--- src/hw/cal_regs_map.vh ---
/*
 * offsets, field positions, reset values and codes for the channel 1
 * calibration words and the channel 2 configuration word.
 * assumes: included by bare name from design files under hw/.
 */
`ifndef CAL_REGS_MAP_VH
`define CAL_REGS_MAP_VH

// register offsets on the host register port
`define OFS_CH1_OFFSET_HIGH 8'h0F
`define OFS_CH1_OFFSET_LOW  8'h10
`define OFS_CH1_GAIN_HIGH   8'h11
`define OFS_CH1_GAIN_LOW    8'h12
`define OFS_CH2_CONFIG      8'h13

// reset values
`define RST_CH1_OFFSET_HIGH 16'h0000
`define RST_CH1_OFFSET_LOW  16'h0000
`define RST_CH1_GAIN_HIGH   16'h8000
`define RST_CH1_GAIN_LOW    16'h0000
`define RST_CH2_CONFIG      16'h0000

// field positions
`define LOW_FIELD_MSB       15
`define LOW_FIELD_LSB       8
`define PHASE_MSB           15
`define PHASE_LSB           6
`define DC_OFF_BIT          2
`define INSEL_MSB           1
`define INSEL_LSB           0

// writable bit masks; zeros are reserved bits
`define MASK_FULL           16'hFFFF
`define MASK_LOW_REG        16'hFF00
`define MASK_CONFIG         16'hFFC7

// input selection codes
`define INSEL_EXTERNAL      2'h0
`define INSEL_SHORTED       2'h1
`define INSEL_TEST_POS      2'h2
`define INSEL_TEST_NEG      2'h3

`endif

--- src/hw/masked_reg.v ---
/*
 * one 16-bit register with a write mask; masked bits hold zero.
 * assumes: single clock, asynchronous active-low reset, write strobe
 * already qualified by address decode.
 */
`timescale 1ns/100ps

module masked_reg #(
    parameter [15:0] RESET_VALUE = 16'h0000,
    parameter [15:0] WRITE_MASK  = 16'hFFFF
) (
    input  wire        clock,
    input  wire        rst_n,
    input  wire        write_en,
    input  wire [15:0] write_data,
    output wire [15:0] value
);

    reg [15:0] value_q;

    // reserved bits never take written data, so they stay zero
    always @(posedge clock or negedge rst_n) begin
        if (!rst_n) begin
            value_q <= RESET_VALUE & WRITE_MASK;
        end else if (write_en) begin
            value_q <= write_data & WRITE_MASK;
        end
    end

    assign value = value_q;

endmodule // masked_reg

--- src/hw/adc_channel_calibration_regs.v ---
/*
 * channel 1 offset/gain calibration and channel 2 configuration
 * registers, with decoded fields handed to the channel datapath.
 * the joined 24-bit offset and gain reach the datapath only once both
 * halves of a pair have been written; a lone half raises a pending flag.
 * channel 2 fields leave the block decoded and registered.
 * assumes: plain register port on the device clock; reads answer in
 * the next cycle; unmapped reads return zero, unmapped writes ignored.
 * assumes: write and read strobes are one cycle long and never overlap.
 * assumes: the global dc filter level comes from another domain and is
 * synchronised here; the correction arithmetic lives in the datapath.
 */
`timescale 1ns/100ps
`include "cal_regs_map.vh"

module adc_channel_calibration_regs #(
    parameter ADDR_WIDTH = 8
) (
    input  wire                  clock,
    input  wire                  rst_n,
    input  wire [ADDR_WIDTH-1:0] reg_addr,
    input  wire [15:0]           reg_wdata,
    input  wire                  reg_write,
    input  wire                  reg_read,
    output reg  [15:0]           reg_rdata,
    input  wire                  global_dc_filter_setting,
    output reg  signed [23:0]    ch1_offset_value,
    output reg  [23:0]           ch1_gain_value,
    output reg                   ch1_pair_pending,
    output reg  signed [9:0]     ch2_phase_delay,
    output reg                   ch2_dc_filter_active,
    output reg  [1:0]            ch2_input_select,
    output reg                   ch2_inputs_shorted,
    output reg                   ch2_test_signal_on,
    output reg                   ch2_test_signal_negative
);

    ////////////////////////////////////////////////////////////////////////
    // address decode and register storage

    localparam NUM_REGS = 5;

    wire [NUM_REGS-1:0]    hit;
    wire [16*NUM_REGS-1:0] reg_values;
    wire [ADDR_WIDTH-1:0]  offsets [0:NUM_REGS-1];

    // table of offsets per register; reset values and masks are chosen in the loop below
    assign offsets[0] = `OFS_CH1_OFFSET_HIGH;
    assign offsets[1] = `OFS_CH1_OFFSET_LOW;
    assign offsets[2] = `OFS_CH1_GAIN_HIGH;
    assign offsets[3] = `OFS_CH1_GAIN_LOW;
    assign offsets[4] = `OFS_CH2_CONFIG;

    // one masked register per entry; the mask blocks writes to reserved
    // bits and zeroes them at reset, so reads need no extra gating
    genvar i;
    generate
        for (i = 0; i < NUM_REGS; i = i + 1) begin : g_reg
            localparam [15:0] RV = (i == 2) ? `RST_CH1_GAIN_HIGH :
                                   (i == 0) ? `RST_CH1_OFFSET_HIGH :
                                   (i == 4) ? `RST_CH2_CONFIG :
                                   `RST_CH1_OFFSET_LOW;
            localparam [15:0] WM = (i == 1 || i == 3) ? `MASK_LOW_REG :
                                   (i == 4) ? `MASK_CONFIG :
                                   `MASK_FULL;
            assign hit[i] = (reg_addr == offsets[i]);
            masked_reg #(
                .RESET_VALUE (RV),
                .WRITE_MASK  (WM)
            ) u_reg (
                .clock      (clock),
                .rst_n      (rst_n),
                .write_en   (reg_write & hit[i]),
                .write_data (reg_wdata),
                .value      (reg_values[16*i +: 16])
            );
        end
    endgenerate

    wire [15:0] offset_high = reg_values[15:0];
    wire [15:0] offset_low  = reg_values[31:16];
    wire [15:0] gain_high   = reg_values[47:32];
    wire [15:0] gain_low    = reg_values[63:48];
    wire [15:0] config_word = reg_values[79:64];

    ////////////////////////////////////////////////////////////////////////
    // read port: data stands only in the cycle after the strobe

    reg [15:0] read_mux;
    integer    k;

    // reserved bits come back zero from the masked storage
    always @* begin
        read_mux = 16'h0000;
        for (k = 0; k < NUM_REGS; k = k + 1) begin
            if (hit[k]) begin
                read_mux = reg_values[16*k +: 16];
            end
        end
    end

    // zero outside the answer cycle, so a stale word never looks fresh
    always @(posedge clock or negedge rst_n) begin
        if (!rst_n) begin
            reg_rdata <= 16'h0000;
        end else if (reg_read) begin
            reg_rdata <= read_mux;
        end else begin
            reg_rdata <= 16'h0000;
        end
    end

    ////////////////////////////////////////////////////////////////////////
    // pair tracking: a half written alone is held back from the datapath

    reg  off_hi_seen_q;
    reg  off_lo_seen_q;
    reg  gain_hi_seen_q;
    reg  gain_lo_seen_q;
    wire wr_off_hi  = reg_write & hit[0];
    wire wr_off_lo  = reg_write & hit[1];
    wire wr_gain_hi = reg_write & hit[2];
    wire wr_gain_lo = reg_write & hit[3];
    wire off_done   = (off_hi_seen_q | wr_off_hi) & (off_lo_seen_q | wr_off_lo);
    wire gain_done  = (gain_hi_seen_q | wr_gain_hi) & (gain_lo_seen_q | wr_gain_lo);

    // timing, counted from the edge that samples the completing write:
    //   edge 0: the half lands in its register, seen flags clear
    //   edge 0: commit flag set from the same completing write
    //   edge 1: joined value copied, visible from here on
    // a lone half sets its seen flag at edge 0 and pending at edge 1
    // either order works; both halves in any sequence commit the pair
    always @(posedge clock or negedge rst_n) begin
        if (!rst_n) begin
            off_hi_seen_q  <= 1'b0;
            off_lo_seen_q  <= 1'b0;
            gain_hi_seen_q <= 1'b0;
            gain_lo_seen_q <= 1'b0;
        end else begin
            off_hi_seen_q  <= off_done ? 1'b0 : (off_hi_seen_q | wr_off_hi);
            off_lo_seen_q  <= off_done ? 1'b0 : (off_lo_seen_q | wr_off_lo);
            gain_hi_seen_q <= gain_done ? 1'b0 : (gain_hi_seen_q | wr_gain_hi);
            gain_lo_seen_q <= gain_done ? 1'b0 : (gain_lo_seen_q | wr_gain_lo);
        end
    end

    // commit flag: registers update this cycle, so copy one cycle later
    reg off_commit_q;
    reg gain_commit_q;

    always @(posedge clock or negedge rst_n) begin
        if (!rst_n) begin
            off_commit_q  <= 1'b0;
            gain_commit_q <= 1'b0;
        end else begin
            off_commit_q  <= off_done & (wr_off_hi | wr_off_lo);
            gain_commit_q <= gain_done & (wr_gain_hi | wr_gain_lo);
        end
    end

    ////////////////////////////////////////////////////////////////////////
    // calibration values seen by the datapath

    // reset images of the joined values; a literal cannot be part-selected,
    // so the low halves pass through named constants first
    localparam [15:0] OFF_LOW_RST   = `RST_CH1_OFFSET_LOW;
    localparam [15:0] GAIN_LOW_RST  = `RST_CH1_GAIN_LOW;
    localparam [23:0] OFF_JOIN_RST  = {`RST_CH1_OFFSET_HIGH,
                                       OFF_LOW_RST[`LOW_FIELD_MSB:`LOW_FIELD_LSB]};
    localparam [23:0] GAIN_JOIN_RST = {`RST_CH1_GAIN_HIGH,
                                       GAIN_LOW_RST[`LOW_FIELD_MSB:`LOW_FIELD_LSB]};

    // a pair is copied only on its commit flag
    always @(posedge clock or negedge rst_n) begin
        if (!rst_n) begin
            ch1_offset_value <= OFF_JOIN_RST;
            ch1_gain_value   <= GAIN_JOIN_RST;
            ch1_pair_pending <= 1'b0;
        end else begin
            if (off_commit_q) begin
                // signed two's complement, high word on top
                ch1_offset_value <= $signed({offset_high,
                                    offset_low[`LOW_FIELD_MSB:`LOW_FIELD_LSB]});
            end
            if (gain_commit_q) begin
                // unsigned, 8000_00h is unity, lsb = 2/2^24
                ch1_gain_value <= {gain_high,
                                   gain_low[`LOW_FIELD_MSB:`LOW_FIELD_LSB]};
            end
            ch1_pair_pending <= off_hi_seen_q | off_lo_seen_q |
                                gain_hi_seen_q | gain_lo_seen_q;
        end
    end

    ////////////////////////////////////////////////////////////////////////
    // channel 2 configuration fields

    // global_dc_filter_setting: high means the global filter is on; it
    // comes from another domain, so two flops guard against metastability
    // and the channel output follows a change three edges later
    reg global_dc_meta_q;
    reg global_dc_sync_q;

    always @(posedge clock or negedge rst_n) begin
        if (!rst_n) begin
            global_dc_meta_q <= 1'b0;
            global_dc_sync_q <= 1'b0;
        end else begin
            global_dc_meta_q <= global_dc_filter_setting;
            global_dc_sync_q <= global_dc_meta_q;
        end
    end

    wire [1:0] insel = config_word[`INSEL_MSB:`INSEL_LSB];
    reg        shorted_d;
    reg        test_on_d;
    reg        test_neg_d;

    // input selection decode; the default arm keeps the external pair
    always @* begin
        shorted_d  = 1'b0;
        test_on_d  = 1'b0;
        test_neg_d = 1'b0;
        case (insel)
            `INSEL_EXTERNAL: begin
                shorted_d = 1'b0;
            end
            `INSEL_SHORTED: begin
                shorted_d = 1'b1;
            end
            `INSEL_TEST_POS: begin
                test_on_d = 1'b1;
            end
            `INSEL_TEST_NEG: begin
                test_on_d  = 1'b1;
                test_neg_d = 1'b1;
            end
            default: begin
                shorted_d = 1'b0;
            end
        endcase
    end

    // decoded fields registered so every output leaves a flip-flop
    always @(posedge clock or negedge rst_n) begin
        if (!rst_n) begin
            ch2_phase_delay          <= 10'sh000;
            ch2_dc_filter_active     <= 1'b0;
            ch2_input_select         <= `INSEL_EXTERNAL;
            ch2_inputs_shorted       <= 1'b0;
            ch2_test_signal_on       <= 1'b0;
            ch2_test_signal_negative <= 1'b0;
        end else begin
            ch2_phase_delay <= $signed(config_word[`PHASE_MSB:`PHASE_LSB]);
            ch2_dc_filter_active <= global_dc_sync_q &
                                    ~config_word[`DC_OFF_BIT];
            ch2_input_select <= insel;
            ch2_inputs_shorted       <= shorted_d;
            ch2_test_signal_on       <= test_on_d;
            ch2_test_signal_negative <= test_neg_d;
        end
    end

endmodule // adc_channel_calibration_regs

--- config.mk ---
export PLATFORM = sky130hd
export DESIGN_NAME = adc_channel_calibration_regs
export DESIGN_NICKNAME = d
export VERILOG_FILES = /design/src/hw/masked_reg.v /design/src/hw/adc_channel_calibration_regs.v
export VERILOG_INCLUDE_DIRS = /design/src /design/src/hw
export SDC_FILE = /design/constraint.sdc
export NUM_CORES = 1
export LEC_CHECK = 0
export ABC_CLOCK_PERIOD_IN_PS = 2200
export BUFFER_PORTS_ARGS = -buffer_cell sky130_fd_sc_hd__buf_2
export CAP_MARGIN = 20
export CORE_UTILIZATION = 40
export DETAILED_ROUTE_END_ITERATION = 6
export HOLD_SLACK_MARGIN = 0.02
export PLACE_DENSITY = 0.66
export REMOVE_ABC_BUFFERS = 1
export SKIP_LAST_GASP = 1
export SYNTH_ARGS = -nofsm -noshare
export SYNTH_HDL_FRONTEND = slang
export SYNTH_HIERARCHICAL = 1
export SYNTH_SLANG_ARGS = --single-unit
--- constraint.sdc ---
create_clock -name clock -period 2.2 [get_ports clock]
set_clock_uncertainty 0.1 [all_clocks]
set_input_delay 0.11 -clock clock [delete_from_list [all_inputs] [get_ports clock]]
set_output_delay 0.11 -clock clock [all_outputs]
set_load 0.01 [all_outputs]
# Yosys cells after proc, flatten, opt, wreduce, memory -nomap -nowiden
# Cells that the tools add are included.
word_totals:
  register_bits: 150
  output_inout_bits: 81
classes:
  n_eq_ne: 8
  mux: 13
  bitwise: 20
  n_reduce_logical: 1
ops:
  columns: ["cell", "count"]
  rows:
  - ["16-bit 2-to-1 mux", 6]
  - ["8-bit by 5-bit == test with 1-bit output (second input constant)", 4]
  - ["1-bit bitwise AND", 10]
  - ["1-bit OR", 9]
  - ["8-bit by 4-bit == test with 1-bit output (second input constant)", 1]
  - ["1-bit 2-to-1 mux", 7]
  - ["2-bit == test (second input constant)", 2]
  - ["2-bit by 1-bit == test with 1-bit output (second input constant)", 1]
  - ["2-bit OR reduction", 1]
  - ["1-bit NOT", 1]

# Longest topological paths before layout
depth:
  ltp_word: 7
  depth_mapped: 8
  depth_no_buf: 5

# Modules after synthesis
# Netlist, hierarchy kept.
by_module_without_submodules:
  columns: ["mod", "instances", "cells_each", "area_each_um2"]
  rows:
  - ["adc_channel_calibration_regs", 1, 295, 3818.7]
  - ["masked_reg at g_reg[1].u_reg ...", 2, 26, 395.4]
  - ["masked_reg at g_reg[2].u_reg", 1, 34, 650.6]
  - ["masked_reg at g_reg[0].u_reg", 1, 34, 649.4]
  - ["masked_reg at g_reg[4].u_reg", 1, 31, 546.8]

# Least setup slack after synthesis
# No wires, ideal clock.
synth_path:
  path_kind: "input port to flip-flop"
  from: "input port reg_addr[3]"
  to: "register g_reg[4].u_reg.value_q[10]"
  setup_time_ps: 125
  arrival_time_ps: 1499
  required_ps: 1975
  slack_ps: 475
  path_stages: 7
  path_buffers: 2
  path_cell_list: "nor3b_2 and2_1 buf_4 nand3_4 nor2_1 buf_6 mux2_4"
synth_via:
  elab_chain_cells: 2
synth_lines:
  columns: ["element", "line_no", "source"]
  rows:
  - ["from (decl)", "adc_channel_calibration_regs.v:21", "input wire [ADDR_WIDTH-1:0] reg_addr,"]
  - ["8-bit by 5-bit == test with 1-bit output", "adc_channel_calibration_regs.v:66", "assign hit[i] = (reg_addr == offsets[i]);"]
  - ["1-bit bitwise AND", "adc_channel_calibration_regs.v:73", ".write_en (reg_write & hit[i]),"]
  - ["to (signal assigned)", "masked_reg.v:24", "value_q <= RESET_VALUE & WRITE_MASK;"]
  - ["to (signal assigned)", "masked_reg.v:26", "value_q <= write_data & WRITE_MASK;"]
  - ["to (decl)", "masked_reg.v:19", "reg [15:0] value_q;"]
# No other way between the ends.
# A chain may end at the register's enable or synchronous reset.

# Worst setup path after layout
layout_path:
  from: "input port reg_addr[3]"
  to: "register g_reg[4].u_reg.value_q[0]"
# The elaborated chain is that of the path after synthesis.

==> flow_metrics.py <==
metrics = {
    "synthesis": {
        "synth_top_area_frac": 0.574,
        "ys_async_sr_fraction": 1.00,
        "synthesis.instances": 446,
        "synth_edf_count": 0,
        "post_synth_main_area_contributors": "dfrtp_1, mux2_2, mux2_4, buf_4, mux2i_1",
        "synth_mux_area_frac": 0.242,
        "synth_compound_area_frac": 0.0729,
        "yosys_warnings": 6,
        "ys_top_cells_by_count": "dfrtp_1, mux2_2, mux2_4",
        "synth_area_per_cell_um2": 14.5,
        "synthMostInstantiatedCell": "dfrtp_1",
        "synth_seq_cells": 150,
        "ys_types": 41,
        "synthAdderAreaFrac": 0,
        "synth_top_family_by_area": "multiplexers",
        "synthXorXnorAreaFrac": 0,
        "seq_area_frac_synth": 0.582,
        "netlist_area_um2": 6460,
        "yosysTopAreaCell": "dfrtp_1",
        "synthSimpleGateAreaFrac": 0.0390,
        "synth_flop_cell": "dfrtp_1",
    },
    "final_layout": {
        "drive_gt1_frac": 0.487,
        "n_antenna_cell": 0,
        "design_area_um2": 8000,
        "fin_cells": 818,
        "area_delta_synth_final_pct": 23.9,
        "final_util": 0.505,
        "fin_nets": 618,
    },
    "place": {
        "gp_congestion": 0.784,
        "place_ws_ns": 0.272,
        "port_buffers": 109,
        "dp_hpwl_mm": 10.3,
        "place_area_um2": 7180,
        "dp_cells": 764,
    },
    "clock_tree": {
        "post_cts.repair.setup_buffers": 0,
        "numCtsBuffers": 17,
        "cts.sinks": 150,
        "cts_tree": "built",
        "clk_path_buf_depth": 2,
        "root_buffer": "clkbuf_16",
        "cts.clk_slew.worst_paths_ns": 0.06,
        "htree_num_levels": 4,
        "clk_latency_ns": 0.42,
    },
    "worst_hold_path": {
        "hp-start": "reg_read",
        "whs_path_depth": 2,
        "min_path_type": "input port to register",
    },
    "setup_path": {
        "startpoint_type": "input port",
        "path_cells": "dlygate4sd3_1, buf_2, nor3b_2, and2_2, nand3_4, nor2_2, buf_4, mux2_2",
        "crit_slowest_cell": "dlygate4sd3_1",
        "worstPathRequired_ns": 2.41,
        "max_stage_delay_ns": 0.53,
        "cp.arrival_ns": 2.19,
        "worstPathMaxFanout": 8,
        "crit_start": "reg_addr[3]",
        "ff2ff_path_depth": 2,
        "r2r_start": "gain_commit_q",
        "end_kind": "register",
        "crit_type": "input port to register",
    },
    "floorplan": {
        "die_area_um2": 16700,
        "die_w_um": 129,
        "io_pins": 110,
        "rows": 46,
        "fp.dieH_um": 129,
        "core-area_um2": 15800,
        "initial_core_util": 0.408,
    },
    "sta": {
        "rsz0062_at_grt": "false",
        "hold_slack_ns": 0.0392,
        "fmax_ghz": 0.505,
        "slew_violations": 0,
        "finalWorstSetupSlack_ns": 0.221,
        "fin_crit_sh": 0.900,
        "final_hold_viol_count": 0,
        "fin_crit_ns": 1.98,
        "setup_violations": 0,
    },
    "detailed_routing": {
        "drc": 0,
        "postRouteAntennaNets": 0,
        "vias": 4014,
        "drt_iter0_markers": 173,
        "via_per_inst": 4.91,
        "avgRoutedWirePerCell_um": 18.5,
        "wl_mm": 15.1,
        "dr.pass1.iters": 4,
    },
    "power_and_ir_drop": {
        "peakVddDrop_v": 0.000537,
        "leakage_nw": 4.18,
        "powerDensity_nw_per_um2": 772,
    },
    "run": {
        "drv_cap": 0,
    },
    "grt": {
        "grt_start_max_net_pins": 67,
        "overflow": 0,
        "grt_pass1_wl_mm": 24.2,
        "grt_pass1_vias": 4352,
        "antenna_found_initial": 0,
        "grt_usage": 0.198,
    },
    "run_status": {
        "status": "complete, no violations",
    },
}
[state kept, by name (all words and copies together) (netlist names)]
register,cells
g.u_reg/value,61
ch1_gain_value,24
ch1_offset_value,24
reg_rdata,16
ch2_phase_delay,10
ch2_input_select,2
ch1_pair_pending,1
ch2_dc_filter_active,1
ch2_inputs_shorted,1
ch2_test_signal_negative,1
ch2_test_signal_on,1
gain_commit_q,1
gain_hi_seen_q,1
gain_lo_seen_q,1
global_dc_meta_q,1
global_dc_sync_q,1
off_commit_q,1
off_hi_seen_q,1
off_lo_seen_q,1
[layout by cell type (no fill, tap or decap), types with 2 or more instances in the layout]
master,n
mux2_2,63
mux2i_1,16
nand2_1,5
nor2_1,3
clkinv_4,4
and2_1,2
mux2_4,46
nor2_2,2
o211a_1,7
nor2b_1,2
buf_2,108
dlygate4sd3_1,22
a21oi_1,11
clkbuf_16,17
a22oi_1,9
and4b_1,2
a31oi_1,2
inv_1,11
inv_6,3
o22ai_1,9
o21ai_0,23
buf_4,23
clkinv_2,2
nor3_1,2
bufinv_16,2
clkinvlp_4,2
dfstp_2,2
dfrtp_1,148
conb_1,19
clkbuf_8,2
a22o_1,7
or2_2,9
[path summary, 6_finish.rpt]
path / end / slack [ns]
max: g_reg[4].u_reg/value[0] / 0.22
min: reg_rdata[4] / 0.04
max reg2reg: ch1_gain_value[21] / 0.68
min reg2reg: global_dc_sync_q / 0.26
max in group asynchronous: ch1_gain_value[23] / 1.20
min in group asynchronous: ch2_phase_delay[0] / 0.07
[stage by stage]
step / setup TNS (ns) / power (mW)
after global placement: 0 / 3.25
after floorplan: -4.48 / 3.07
after detailed placement: 0 / 3.27
after global routing: 0 / 6.40
after CTS: 0 / 6.23
final: 0 / 6.17
[critical path, delay by kind of cell]
| family | cells | cell delay (ns) |
|---|---|---|
| buffers and inverters | 3 | 0.90 |
| multiplexers | 1 | 0.35 |
| AND/OR/NAND/NOR | 4 | 0.83 |
[layout make-up]
type | instances | area [um^2]
fill | 1345 | 7830
sequential | 150 | 3760
multi-input combinational | 254 | 2360
timing repair buffer | 155 | 965
clock buffer | 19 | 453
tap | 216 | 270
clock inverter | 13 | 146
inverter | 11 | 41.3
[power by group]
part / switching, mW / leakage [nW] / internal (mW)
clock network: 1.18 / 0.290 / 1.74
logic: 0.185 / 1.83 / 0.169
registers: 0.0612 / 2.06 / 2.83
total: 1.43 / 4.18 / 4.74
[metal layers]
layer	GRT usage	wire length, um	share of wire
met3	0.0475	843	0.056
met5	0	0	0
met2	0.318	7250	0.48
met4	0.0920	345	0.023
met1	0.254	6690	0.44
[what timing repair did]
action | in CTS | in global routing
endpoints found under the setup margin | 0 | 1
endpoints found under the hold margin | 215 | 0
resized for setup | 0 | 1
hold buffers | 22 | 0
[cells by family after synthesis]
| group | Yosys count |
|---|---|
| buffers and inverters | 58 |
| and+or+nand+nor | 38 |
| other | 3 |
| AOI/OAI and AO/OA | 72 |
| DFF | 150 |
| muxes | 125 |
No activity file was read; power rests on OpenSTA's default activity.
